File: config.mk
export PLATFORM = sky130hd
export DESIGN_NAME = tlb_lockdown_c15_regs
export DESIGN_NICKNAME = d
export VERILOG_FILES = /design/src/design/c15_regs_pkg.sv /design/src/design/c15_access_check.sv /design/src/design/strap_sync.sv /design/src/design/tlb_lockdown_c15_regs.sv
export SDC_FILE = /design/constraint.sdc
export NUM_CORES = 1
export LEC_CHECK = 0
export BUFFER_PORTS_ARGS = -buffer_cell sky130_fd_sc_hd__buf_2
export CORE_MARGIN = 2
export CORE_UTILIZATION = 65
export DETAILED_ROUTE_END_ITERATION = 6
export GPL_TIMING_DRIVEN = 0
export PLACE_DENSITY = 0.84
export SETUP_SLACK_MARGIN = 0.2
export SYNTH_ARGS = -nofsm -noshare
export SYNTH_HDL_FRONTEND = slang
export SYNTH_SLANG_ARGS = --single-unit
File: constraint.sdc
create_clock -name mclk -period 5.5 [get_ports mclk]
set_input_delay 1.1 -clock mclk [delete_from_list [all_inputs] [get_ports mclk]]
set_output_delay 1.1 -clock mclk [all_outputs]
set_load 0.02 [all_outputs]
File: src/design/c15_regs_pkg.sv
// Constants, encodings and types shared by the c15 register group.
// Assumes a coprocessor transfer port that presents op1, CRn, CRm and op2.
package c15_regs_pkg;

  // ****************************************************************
  // Widths and build values
  // ****************************************************************
  localparam int           DATA_W       = 32;
  localparam int           LOCK_ENTRIES = 4;
  localparam int           LOCK_IDX_W   = 2;
  localparam logic [2:0]   STRAP_SETTLE = 3'h4;

  // ****************************************************************
  // Coprocessor encodings (CRn is always c15)
  // ****************************************************************
  localparam logic [3:0]   CRN_C15      = 4'hf;
  localparam logic [2:0]   OP1_VBUSY    = 3'h0;
  localparam logic [3:0]   CRM_VBUSY    = 4'h1;
  localparam logic [2:0]   OP2_VBUSY    = 3'h0;
  localparam logic [2:0]   OP1_CFGBASE  = 3'h4;
  localparam logic [3:0]   CRM_CFGBASE  = 4'h0;
  localparam logic [2:0]   OP2_CFGBASE  = 3'h0;
  localparam logic [2:0]   OP1_LOCK     = 3'h5;
  localparam logic [3:0]   CRM_SELECT   = 4'h4;
  localparam logic [2:0]   OP2_SEL_RD   = 3'h2;
  localparam logic [2:0]   OP2_SEL_WR   = 3'h4;
  localparam logic [3:0]   CRM_VTAG     = 4'h5;
  localparam logic [3:0]   CRM_PADDR    = 4'h6;
  localparam logic [3:0]   CRM_ATTR     = 4'h7;
  localparam logic [2:0]   OP2_LOCKDATA = 3'h2;

  // ****************************************************************
  // Field positions and reset values
  // ****************************************************************
  localparam int           VBUSY_BIT    = 0;
  localparam int           CFG_BASE_LSB = 13;
  localparam int           CFG_BASE_W   = 19;
  localparam int           VPN_LSB      = 12;
  localparam int           NSTAG_BIT    = 10;
  localparam int           SPACE_ID_W   = 10;
  localparam logic [31:0]  VTAG_WMASK   = 32'hfffff7ff;
  localparam logic [31:0]  VBUSY_RESET  = 32'h00000000;
  localparam logic [18:0]  CFG_RESET    = 19'h00000;
  localparam logic [31:0]  LOCK_RESET   = 32'h00000000;

  typedef enum logic [2:0] {
    ENC_NONE    = 3'h0,
    ENC_VBUSY   = 3'h1,
    ENC_CFGBASE = 3'h2,
    ENC_SEL_RD  = 3'h3,
    ENC_SEL_WR  = 3'h4,
    ENC_VTAG    = 3'h5,
    ENC_PADDR   = 3'h6,
    ENC_ATTR    = 3'h7
  } enc_t;

  typedef enum logic {
    PH_STRAP = 1'b0,
    PH_RUN   = 1'b1
  } phase_t;

  // Maps a transfer encoding onto one register of this group
  function automatic enc_t decodeEnc(input logic [2:0] op1, input logic [3:0] crn,
                                     input logic [3:0] crm, input logic [2:0] op2);
    enc_t e;
    e = ENC_NONE;
    if (crn != CRN_C15) begin
      e = ENC_NONE;
    end else if (op1 == OP1_VBUSY && crm == CRM_VBUSY && op2 == OP2_VBUSY) begin
      e = ENC_VBUSY;
    end else if (op1 == OP1_CFGBASE && crm == CRM_CFGBASE && op2 == OP2_CFGBASE) begin
      e = ENC_CFGBASE;
    end else if (op1 == OP1_LOCK && crm == CRM_SELECT && op2 == OP2_SEL_RD) begin
      e = ENC_SEL_RD;
    end else if (op1 == OP1_LOCK && crm == CRM_SELECT && op2 == OP2_SEL_WR) begin
      e = ENC_SEL_WR;
    end else if (op1 == OP1_LOCK && crm == CRM_VTAG && op2 == OP2_LOCKDATA) begin
      e = ENC_VTAG;
    end else if (op1 == OP1_LOCK && crm == CRM_PADDR && op2 == OP2_LOCKDATA) begin
      e = ENC_PADDR;
    end else if (op1 == OP1_LOCK && crm == CRM_ATTR && op2 == OP2_LOCKDATA) begin
      e = ENC_ATTR;
    end
    return e;
  endfunction

endpackage

File: src/design/c15_access_check.sv
// Decode and permission check for one coprocessor transfer.
// Assumes security and mode inputs are valid in the cycle of the request.
`timescale 1ns/1ps
`default_nettype none
module c15_access_check (
  input  wire logic       isWrite,
  input  wire logic [2:0] op1,
  input  wire logic [3:0] crn,
  input  wire logic [3:0] crm,
  input  wire logic [2:0] op2,
  input  wire logic       nonsecure,
  input  wire logic       userMode,
  output c15_regs_pkg::enc_t enc,
  output logic            denied,
  output logic            update
);

  // Denied answers undefined; update says whether a write may change state
  always_comb begin
    enc    = c15_regs_pkg::decodeEnc(op1, crn, crm, op2);
    denied = 1'b1;
    update = 1'b0;
    case (enc)
      c15_regs_pkg::ENC_VBUSY: begin
        denied = 1'b0;
        update = 1'b0;
      end
      c15_regs_pkg::ENC_CFGBASE: begin
        denied = 1'b0;
        update = isWrite && !nonsecure && !userMode;
      end
      c15_regs_pkg::ENC_SEL_RD, c15_regs_pkg::ENC_SEL_WR: begin
        denied = nonsecure || userMode || !isWrite;
        update = !denied;
      end
      c15_regs_pkg::ENC_VTAG, c15_regs_pkg::ENC_PADDR: begin
        denied = nonsecure || userMode;
        update = !denied && isWrite;
      end
      c15_regs_pkg::ENC_ATTR: begin
        denied = userMode;
        update = !denied && isWrite;
      end
      default: begin
        denied = 1'b1;
        update = 1'b0;
      end
    endcase
  end

endmodule
`default_nettype wire

File: src/design/strap_sync.sv
// Three-stage synchroniser for a static strap bus.
// Assumes the strap is quasi-static; the output moves once stages two and three agree.
`timescale 1ns/1ps
`default_nettype none
module strap_sync #(
  parameter int W = 19
) (
  input  wire logic         mclk,
  input  wire logic         rst_b,
  input  wire logic [W-1:0] pinIn,
  output logic      [W-1:0] syncOut
);

  typedef struct packed {
    logic [W-1:0] s1;
    logic [W-1:0] s2;
    logic [W-1:0] s3;
    logic [W-1:0] stable;
  } sync_t;

  sync_t st;
  sync_t nx;

  // Stage one feeds stage two only; agreement filters a mid-change sample
  always_comb begin
    nx    = st;
    nx.s1 = pinIn;
    nx.s2 = st.s1;
    nx.s3 = st.s2;
    if (st.s2 == st.s3) begin
      nx.stable = st.s3;
    end
  end

  always_ff @(posedge mclk or negedge rst_b) begin
    if (!rst_b) begin
      st <= '0;
    end else begin
      st <= nx;
    end
  end

  assign syncOut = st.stable;

endmodule
`default_nettype wire

File: src/design/tlb_lockdown_c15_regs.sv
// Implementation-specific c15 register group of the core: vector busy status,
// configuration base address and the locked main TLB entry save/restore path.
// Assumes one transfer request per cycle at most, answered on the next edge.
`timescale 1ns/1ps
`default_nettype none

module tlb_lockdown_c15_regs #(
  parameter bit MULTI_CORE = 1'b1
) (
  input  wire logic        mclk,
  input  wire logic        rst_b,
  input  wire logic        reqValid,
  input  wire logic        reqWrite,
  input  wire logic [2:0]  reqOp1,
  input  wire logic [3:0]  reqCrn,
  input  wire logic [3:0]  reqCrm,
  input  wire logic [2:0]  reqOp2,
  input  wire logic [31:0] reqWdata,
  input  wire logic        nonsecure,
  input  wire logic        userMode,
  input  wire logic        vecPipeBusy,
  input  wire logic        coreVecBusy,
  input  wire logic [31:13] peripheralBaseStrap,
  output logic             respValid,
  output logic             respDenied,
  output logic [31:0]      respData,
  output logic [31:13]     cfgBaseOut
);

  // ****************************************************************
  // State
  // ****************************************************************
  typedef struct packed {
    c15_regs_pkg::phase_t phase;
    logic [2:0]                                 settle;
    logic [c15_regs_pkg::CFG_BASE_W-1:0]        cfgBase;
    logic [c15_regs_pkg::LOCK_IDX_W-1:0]        rdIdx;
    logic [c15_regs_pkg::LOCK_IDX_W-1:0]        wrIdx;
    logic [31:0]                                stageVtag;
    logic [31:0]                                stageAttr;
    logic [c15_regs_pkg::LOCK_ENTRIES-1:0][31:0] vtag;
    logic [c15_regs_pkg::LOCK_ENTRIES-1:0][31:0] paddr;
    logic [c15_regs_pkg::LOCK_ENTRIES-1:0][31:0] attr;
    logic                                       respValid;
    logic                                       respDenied;
    logic [31:0]                                respData;
  } state_t;

  state_t st;
  state_t nx;

  logic [c15_regs_pkg::CFG_BASE_W-1:0] strapSync;
  c15_regs_pkg::enc_t                 enc;
  logic                               denied;
  logic                               update;
  logic                               vecBusy;

  // ****************************************************************
  // Helpers
  // ****************************************************************

  // Strap comes from outside the clock domain
  strap_sync #(
    .W (c15_regs_pkg::CFG_BASE_W)
  ) u_strap_sync (
    .mclk    (mclk),
    .rst_b   (rst_b),
    .pinIn   (peripheralBaseStrap),
    .syncOut (strapSync)
  );

  c15_access_check u_access_check (
    .isWrite   (reqWrite),
    .op1       (reqOp1),
    .crn       (reqCrn),
    .crm       (reqCrm),
    .op2       (reqOp2),
    .nonsecure (nonsecure),
    .userMode  (userMode),
    .enc       (enc),
    .denied    (denied),
    .update    (update)
  );

  // Busy from either pipeline; both sources run on mclk, so no sync
  assign vecBusy = vecPipeBusy || coreVecBusy;

  // ****************************************************************
  // Next state
  // ****************************************************************

  // Strap load after reset release, then one transfer per request
  always_comb begin
    nx            = st;
    nx.respValid  = 1'b0;
    nx.respDenied = 1'b0;
    case (st.phase)
      c15_regs_pkg::PH_STRAP: begin
        // Strap is followed until the synchroniser has settled
        if (MULTI_CORE) begin
          nx.cfgBase = strapSync;
        end else begin
          nx.cfgBase = c15_regs_pkg::CFG_RESET;
        end
        // Last load must see the synchroniser output that moved at the fourth edge
        nx.settle = st.settle + 3'h1;
        if (st.settle == c15_regs_pkg::STRAP_SETTLE) begin
          nx.phase = c15_regs_pkg::PH_RUN;
        end
      end
      default: begin
        nx.phase = c15_regs_pkg::PH_RUN;
      end
    endcase

    if (reqValid) begin
      nx.respValid  = 1'b1;
      nx.respDenied = denied;
      nx.respData   = 32'h00000000;
      if (!denied && !reqWrite) begin
        // Read path
        case (enc)
          c15_regs_pkg::ENC_VBUSY: begin
            nx.respData[c15_regs_pkg::VBUSY_BIT] = vecBusy;
          end
          c15_regs_pkg::ENC_CFGBASE: begin
            nx.respData[31:c15_regs_pkg::CFG_BASE_LSB] = st.cfgBase;
          end
          c15_regs_pkg::ENC_VTAG: begin
            nx.respData = st.vtag[st.rdIdx];
          end
          c15_regs_pkg::ENC_PADDR: begin
            nx.respData = st.paddr[st.rdIdx];
          end
          c15_regs_pkg::ENC_ATTR: begin
            nx.respData = st.attr[st.rdIdx];
          end
          default: begin
            nx.respData = 32'h00000000;
          end
        endcase
      end else if (!denied && update) begin
        // Write path; vector busy and guarded base writes never get here
        case (enc)
          c15_regs_pkg::ENC_CFGBASE: begin
            nx.cfgBase = reqWdata[31:c15_regs_pkg::CFG_BASE_LSB];
          end
          c15_regs_pkg::ENC_SEL_RD: begin
            nx.rdIdx = reqWdata[c15_regs_pkg::LOCK_IDX_W-1:0];
          end
          c15_regs_pkg::ENC_SEL_WR: begin
            nx.wrIdx = reqWdata[c15_regs_pkg::LOCK_IDX_W-1:0];
          end
          c15_regs_pkg::ENC_VTAG: begin
            // Bit 11 is kept zero; page, tag and space id are stored
            nx.stageVtag = reqWdata & c15_regs_pkg::VTAG_WMASK;
          end
          c15_regs_pkg::ENC_ATTR: begin
            nx.stageAttr = reqWdata;
          end
          c15_regs_pkg::ENC_PADDR: begin
            // Entry is committed as a whole so a half-restored entry is never live
            nx.paddr[st.wrIdx] = reqWdata;
            nx.vtag[st.wrIdx]  = st.stageVtag;
            nx.attr[st.wrIdx]  = st.stageAttr;
          end
          default: begin
            nx.respData = 32'h00000000;
          end
        endcase
      end
    end
  end

  // ****************************************************************
  // Registers
  // ****************************************************************

  // Reset values are constants only; the strap is caught after release
  always_ff @(posedge mclk or negedge rst_b) begin
    if (!rst_b) begin
      st.phase      <= c15_regs_pkg::PH_STRAP;
      st.settle     <= 3'h0;
      st.cfgBase    <= c15_regs_pkg::CFG_RESET;
      st.rdIdx      <= '0;
      st.wrIdx      <= '0;
      st.stageVtag  <= c15_regs_pkg::LOCK_RESET;
      st.stageAttr  <= c15_regs_pkg::LOCK_RESET;
      st.vtag       <= '0;
      st.paddr      <= '0;
      st.attr       <= '0;
      st.respValid  <= 1'b0;
      st.respDenied <= 1'b0;
      st.respData   <= c15_regs_pkg::VBUSY_RESET;
    end else begin
      st <= nx;
    end
  end

  assign respValid  = st.respValid;
  assign respDenied = st.respDenied;
  assign respData   = st.respData;
  assign cfgBaseOut = st.cfgBase;
endmodule
`default_nettype wire

==> run summary <==
Placed cell area = 26500 µm²
CP max stage cell = a2111oi_4
GRT Max-Usage Layer = met2
Input/output buffers = 124
Setup ws final = 1.31 ns
Arrival time at the worst endpoint = 4.68 ns
Synth Flop Type = dfrtp_1
Post-route ant nets = 0
I/O pin count = 126
Share of layout cells above drive strength 1 = 49.0%
H-tree depth = 2
Clock Sink Count = 584
Setup CP Type = primary input to register
Core Area = 37800 µm²
Critical Path Start Type = primary input
Synth top cells by count = dfrtp_1 (584), mux2_2 (485), mux4_2 (96)
Crit path max fanout = 10
FFs w/ async S/R, synth = 100%
Met2 usage = 47.7%
Initial antenna violation count = 7
Row count = 71
Register area = 14600 µm²
Worst reg2reg setup slack = 1.89 ns
Final layout net count = 1867
Post-CTS Setup Bufs = 0
Largest net degree at the start of global routing = 118
DR iter-0 viols = 1227
Critical Path, Cell by Cell = buf_2 -> or4b_1 -> clkbuf_1 -> a2111oi_4 -> nand4_1 -> nor3b_2 -> buf_2 -> buf_2 -> mux2_2
Multi-input logic area = 9560 µm²
Post-synth cell types = 51
Vias in the first global route = 15800
Worst rel slew slack = 20.8%
Chip width = 201 µm
Hold WS = 0.348 ns
Final Total Pwr = 8560 µW
Critical path's top delay family = simple AND/OR/NAND/NOR gates
Hold Path Class = register to register
Initial Utilization = 66.3%
Die extent in y = 201 µm
RSZ-0062 raised after global routing = no
Number of synthesized flops with an enable pin = 0
Post-route design area = 28500 µm²
# hold bufs at CTS = 0
WP data required = 5.99 ns
Die ar. = 40200 µm²
Vias per cell = 6.32
Clock Tree Buf Depth = 3
Post-layout min period = 4.19 ns
Max Fclk = 239 MHz
DP Worst Slack = 0.786 ns
Placer Congestion = 0.928
Total GRT Usage = 30.1%
Final HPWL DP = 39600 µm
Synth warn = 0
Area leader, netlist = dfrtp_1
Status = finished, final reports clean
Total gr overflow = 0
Share of the synthesized area in the top cell type = 58.2%
Total CTS buffers = 57
Max-capacitance violation count = 0
Worst slew pin tran = 1.18 ns
Power Dens Cells = 301 nW/µm²
Final setup skew = 0.0153 ns
GR Layer Usage met1 = 41.8%
Syn_nets = 1679
Top-count cell post-synth = dfrtp_1
Layout area overhead = 13.5%
DR vias = 14900
Peak VDD IR = 0.000305 V
GR Layer Usage met3 = 5.63%
Fill cell count = 2295
Drt first pass iters = 7
Setup crit end kind = register
Setup TNS = 0 ns
Routed wire length = 58700 µm
CTS tree = done
Largest cells by area after synthesis = dfrtp_1 (58%), mux2_2 (22%), mux4_2 (8.6%), mux2_1 (1.7%), buf_4 (1.5%)
CTS resizes = 0
Skew-Pair Late Insertion Delay = 0.62 ns
Average wire per standard cell = 24.9 µm
Leak = 0.0140 µW
First-pass GRT wire length = 92300 µm
Clk slew on worst S/H paths = 0.06 ns
Final setup fails = 0
Most numerous cell on the critical path = buf_2
Residual DRC count = 0
Clock root cell = clkbuf_16
Syn avg cell area = 15.7 µm²
Sequential share of the synthesized area = 58.2%
Final slew viol count = 0
Yosys reg bits = 584
Final hold vios = 0
Worst Path Buf+Inv = 4
Post-Syn Area = 25100 µm²
Final period util = 76.1%
Gate Count Post-Synth = 1604
CP peak stage delay = 0.62 ns
logic make-up after synthesis:
logic type / after synthesis / synth area share (%)
XOR/XNOR: 21 / 0.733
flip-flops: 584 / 58.2
adder cells (fa/ha/maj): 2 / 0.0997
AO/OA/AOI/OAI: 101 / 2.89
buffers and inverters: 180 / 3.74
multiplexers: 621 / 32.2
AND/OR/NAND/NOR: 95 / 2.17
cell type report:
| class | count | area share, % |
|---|---|---|
| diodes | 5 | 0.0439 |
| plain buffers | 146 | 2.85 |
| clock buffers | 76 | 5.79 |
| clock inverters | 32 | 1.09 |
| inverters | 34 | 0.448 |
| multi-input cells | 840 | 33.5 |
| flip-flops and latches | 584 | 51.3 |
| well taps | 511 | 2.24 |
| repair buffers | 129 | 2.70 |
placed cells by master (no fill, tap or decap), types with 3 or more instances in the layout:
| cell | synthesis | routed |
|---|---|---|
| o21a_1 | 3 | 3 |
| a31oi_1 | 14 | 14 |
| nor2b_1 | 7 | 7 |
| nor2_1 | 5 | 5 |
| mux2_2 | 485 | 485 |
| o22ai_1 | 34 | 34 |
| bufinv_16 | 0 | 5 |
| dfrtp_1 | 584 | 584 |
| clkbuf_8 | 0 | 11 |
| diode_2 | 0 | 5 |
| a222oi_1 | 19 | 19 |
| nand3_1 | 3 | 3 |
| and2_1 | 4 | 4 |
| clkbuf_1 | 49 | 55 |
| xor2_1 | 19 | 19 |
| or4_1 | 3 | 3 |
| a21oi_1 | 17 | 17 |
| clkinvlp_4 | 0 | 4 |
| mux4_2 | 96 | 96 |
| buf_2 | 28 | 151 |
| buf_16 | 0 | 5 |
| buf_4 | 51 | 51 |
| nor4_1 | 8 | 8 |
| inv_1 | 34 | 34 |
| nand2_1 | 30 | 30 |
| and4_1 | 4 | 4 |
| buf_6 | 5 | 5 |
| clkinv_2 | 0 | 19 |
| clkbuf_16 | 0 | 59 |
| nor3_1 | 7 | 6 |
| buf_1 | 13 | 13 |
| o21ai_0 | 5 | 5 |
| mux2_1 | 39 | 39 |
| nand4_1 | 8 | 8 |
power breakdown:
part / internal (µW) / switching (µW)
Sequential: 4320 / 13.8
Clock: 2350 / 1690
Combinational: 43.1 / 148
metal layers:
| metal | vias to the layer above | part of all wire [%] |
|---|---|---|
| li1 | 6276 | - |
| met1 | 7929 | 41 |
| met2 | 555 | 48 |
| met3 | 136 | 6.5 |
| met4 | 4 | 3.7 |
| met5 | - | 0.046 |
through the flow:
stage	utilization, %	instances
final	75.3	2357
after global routing	75.3	2355
after CTS	75.3	2352
after detailed placement	70.1	2244
after global placement	69.7	2239
after floorplan	-	1604
final timing paths:
kind                                          startpoint                            end  cells after the start
max                                            reqOp2[0]                       register                      9
min                        u_strap_sync.nx[56]$_DFF_PN0_  u_strap_sync.nx[37]$_DFF_PN0_                      0
max reg2reg                          st[484]$_DFFE_PN0P_       respData[11]$_DFFE_PN0P_                      8
min reg2reg                u_strap_sync.nx[56]$_DFF_PN0_  u_strap_sync.nx[37]$_DFF_PN0_                      0
max in group asynchronous                          rst_b     asynchronous set/reset pin                      3
min in group asynchronous                          rst_b  u_strap_sync.nx[52]$_DFF_PN0_                      1
Power figures use the tool's default switching activity.
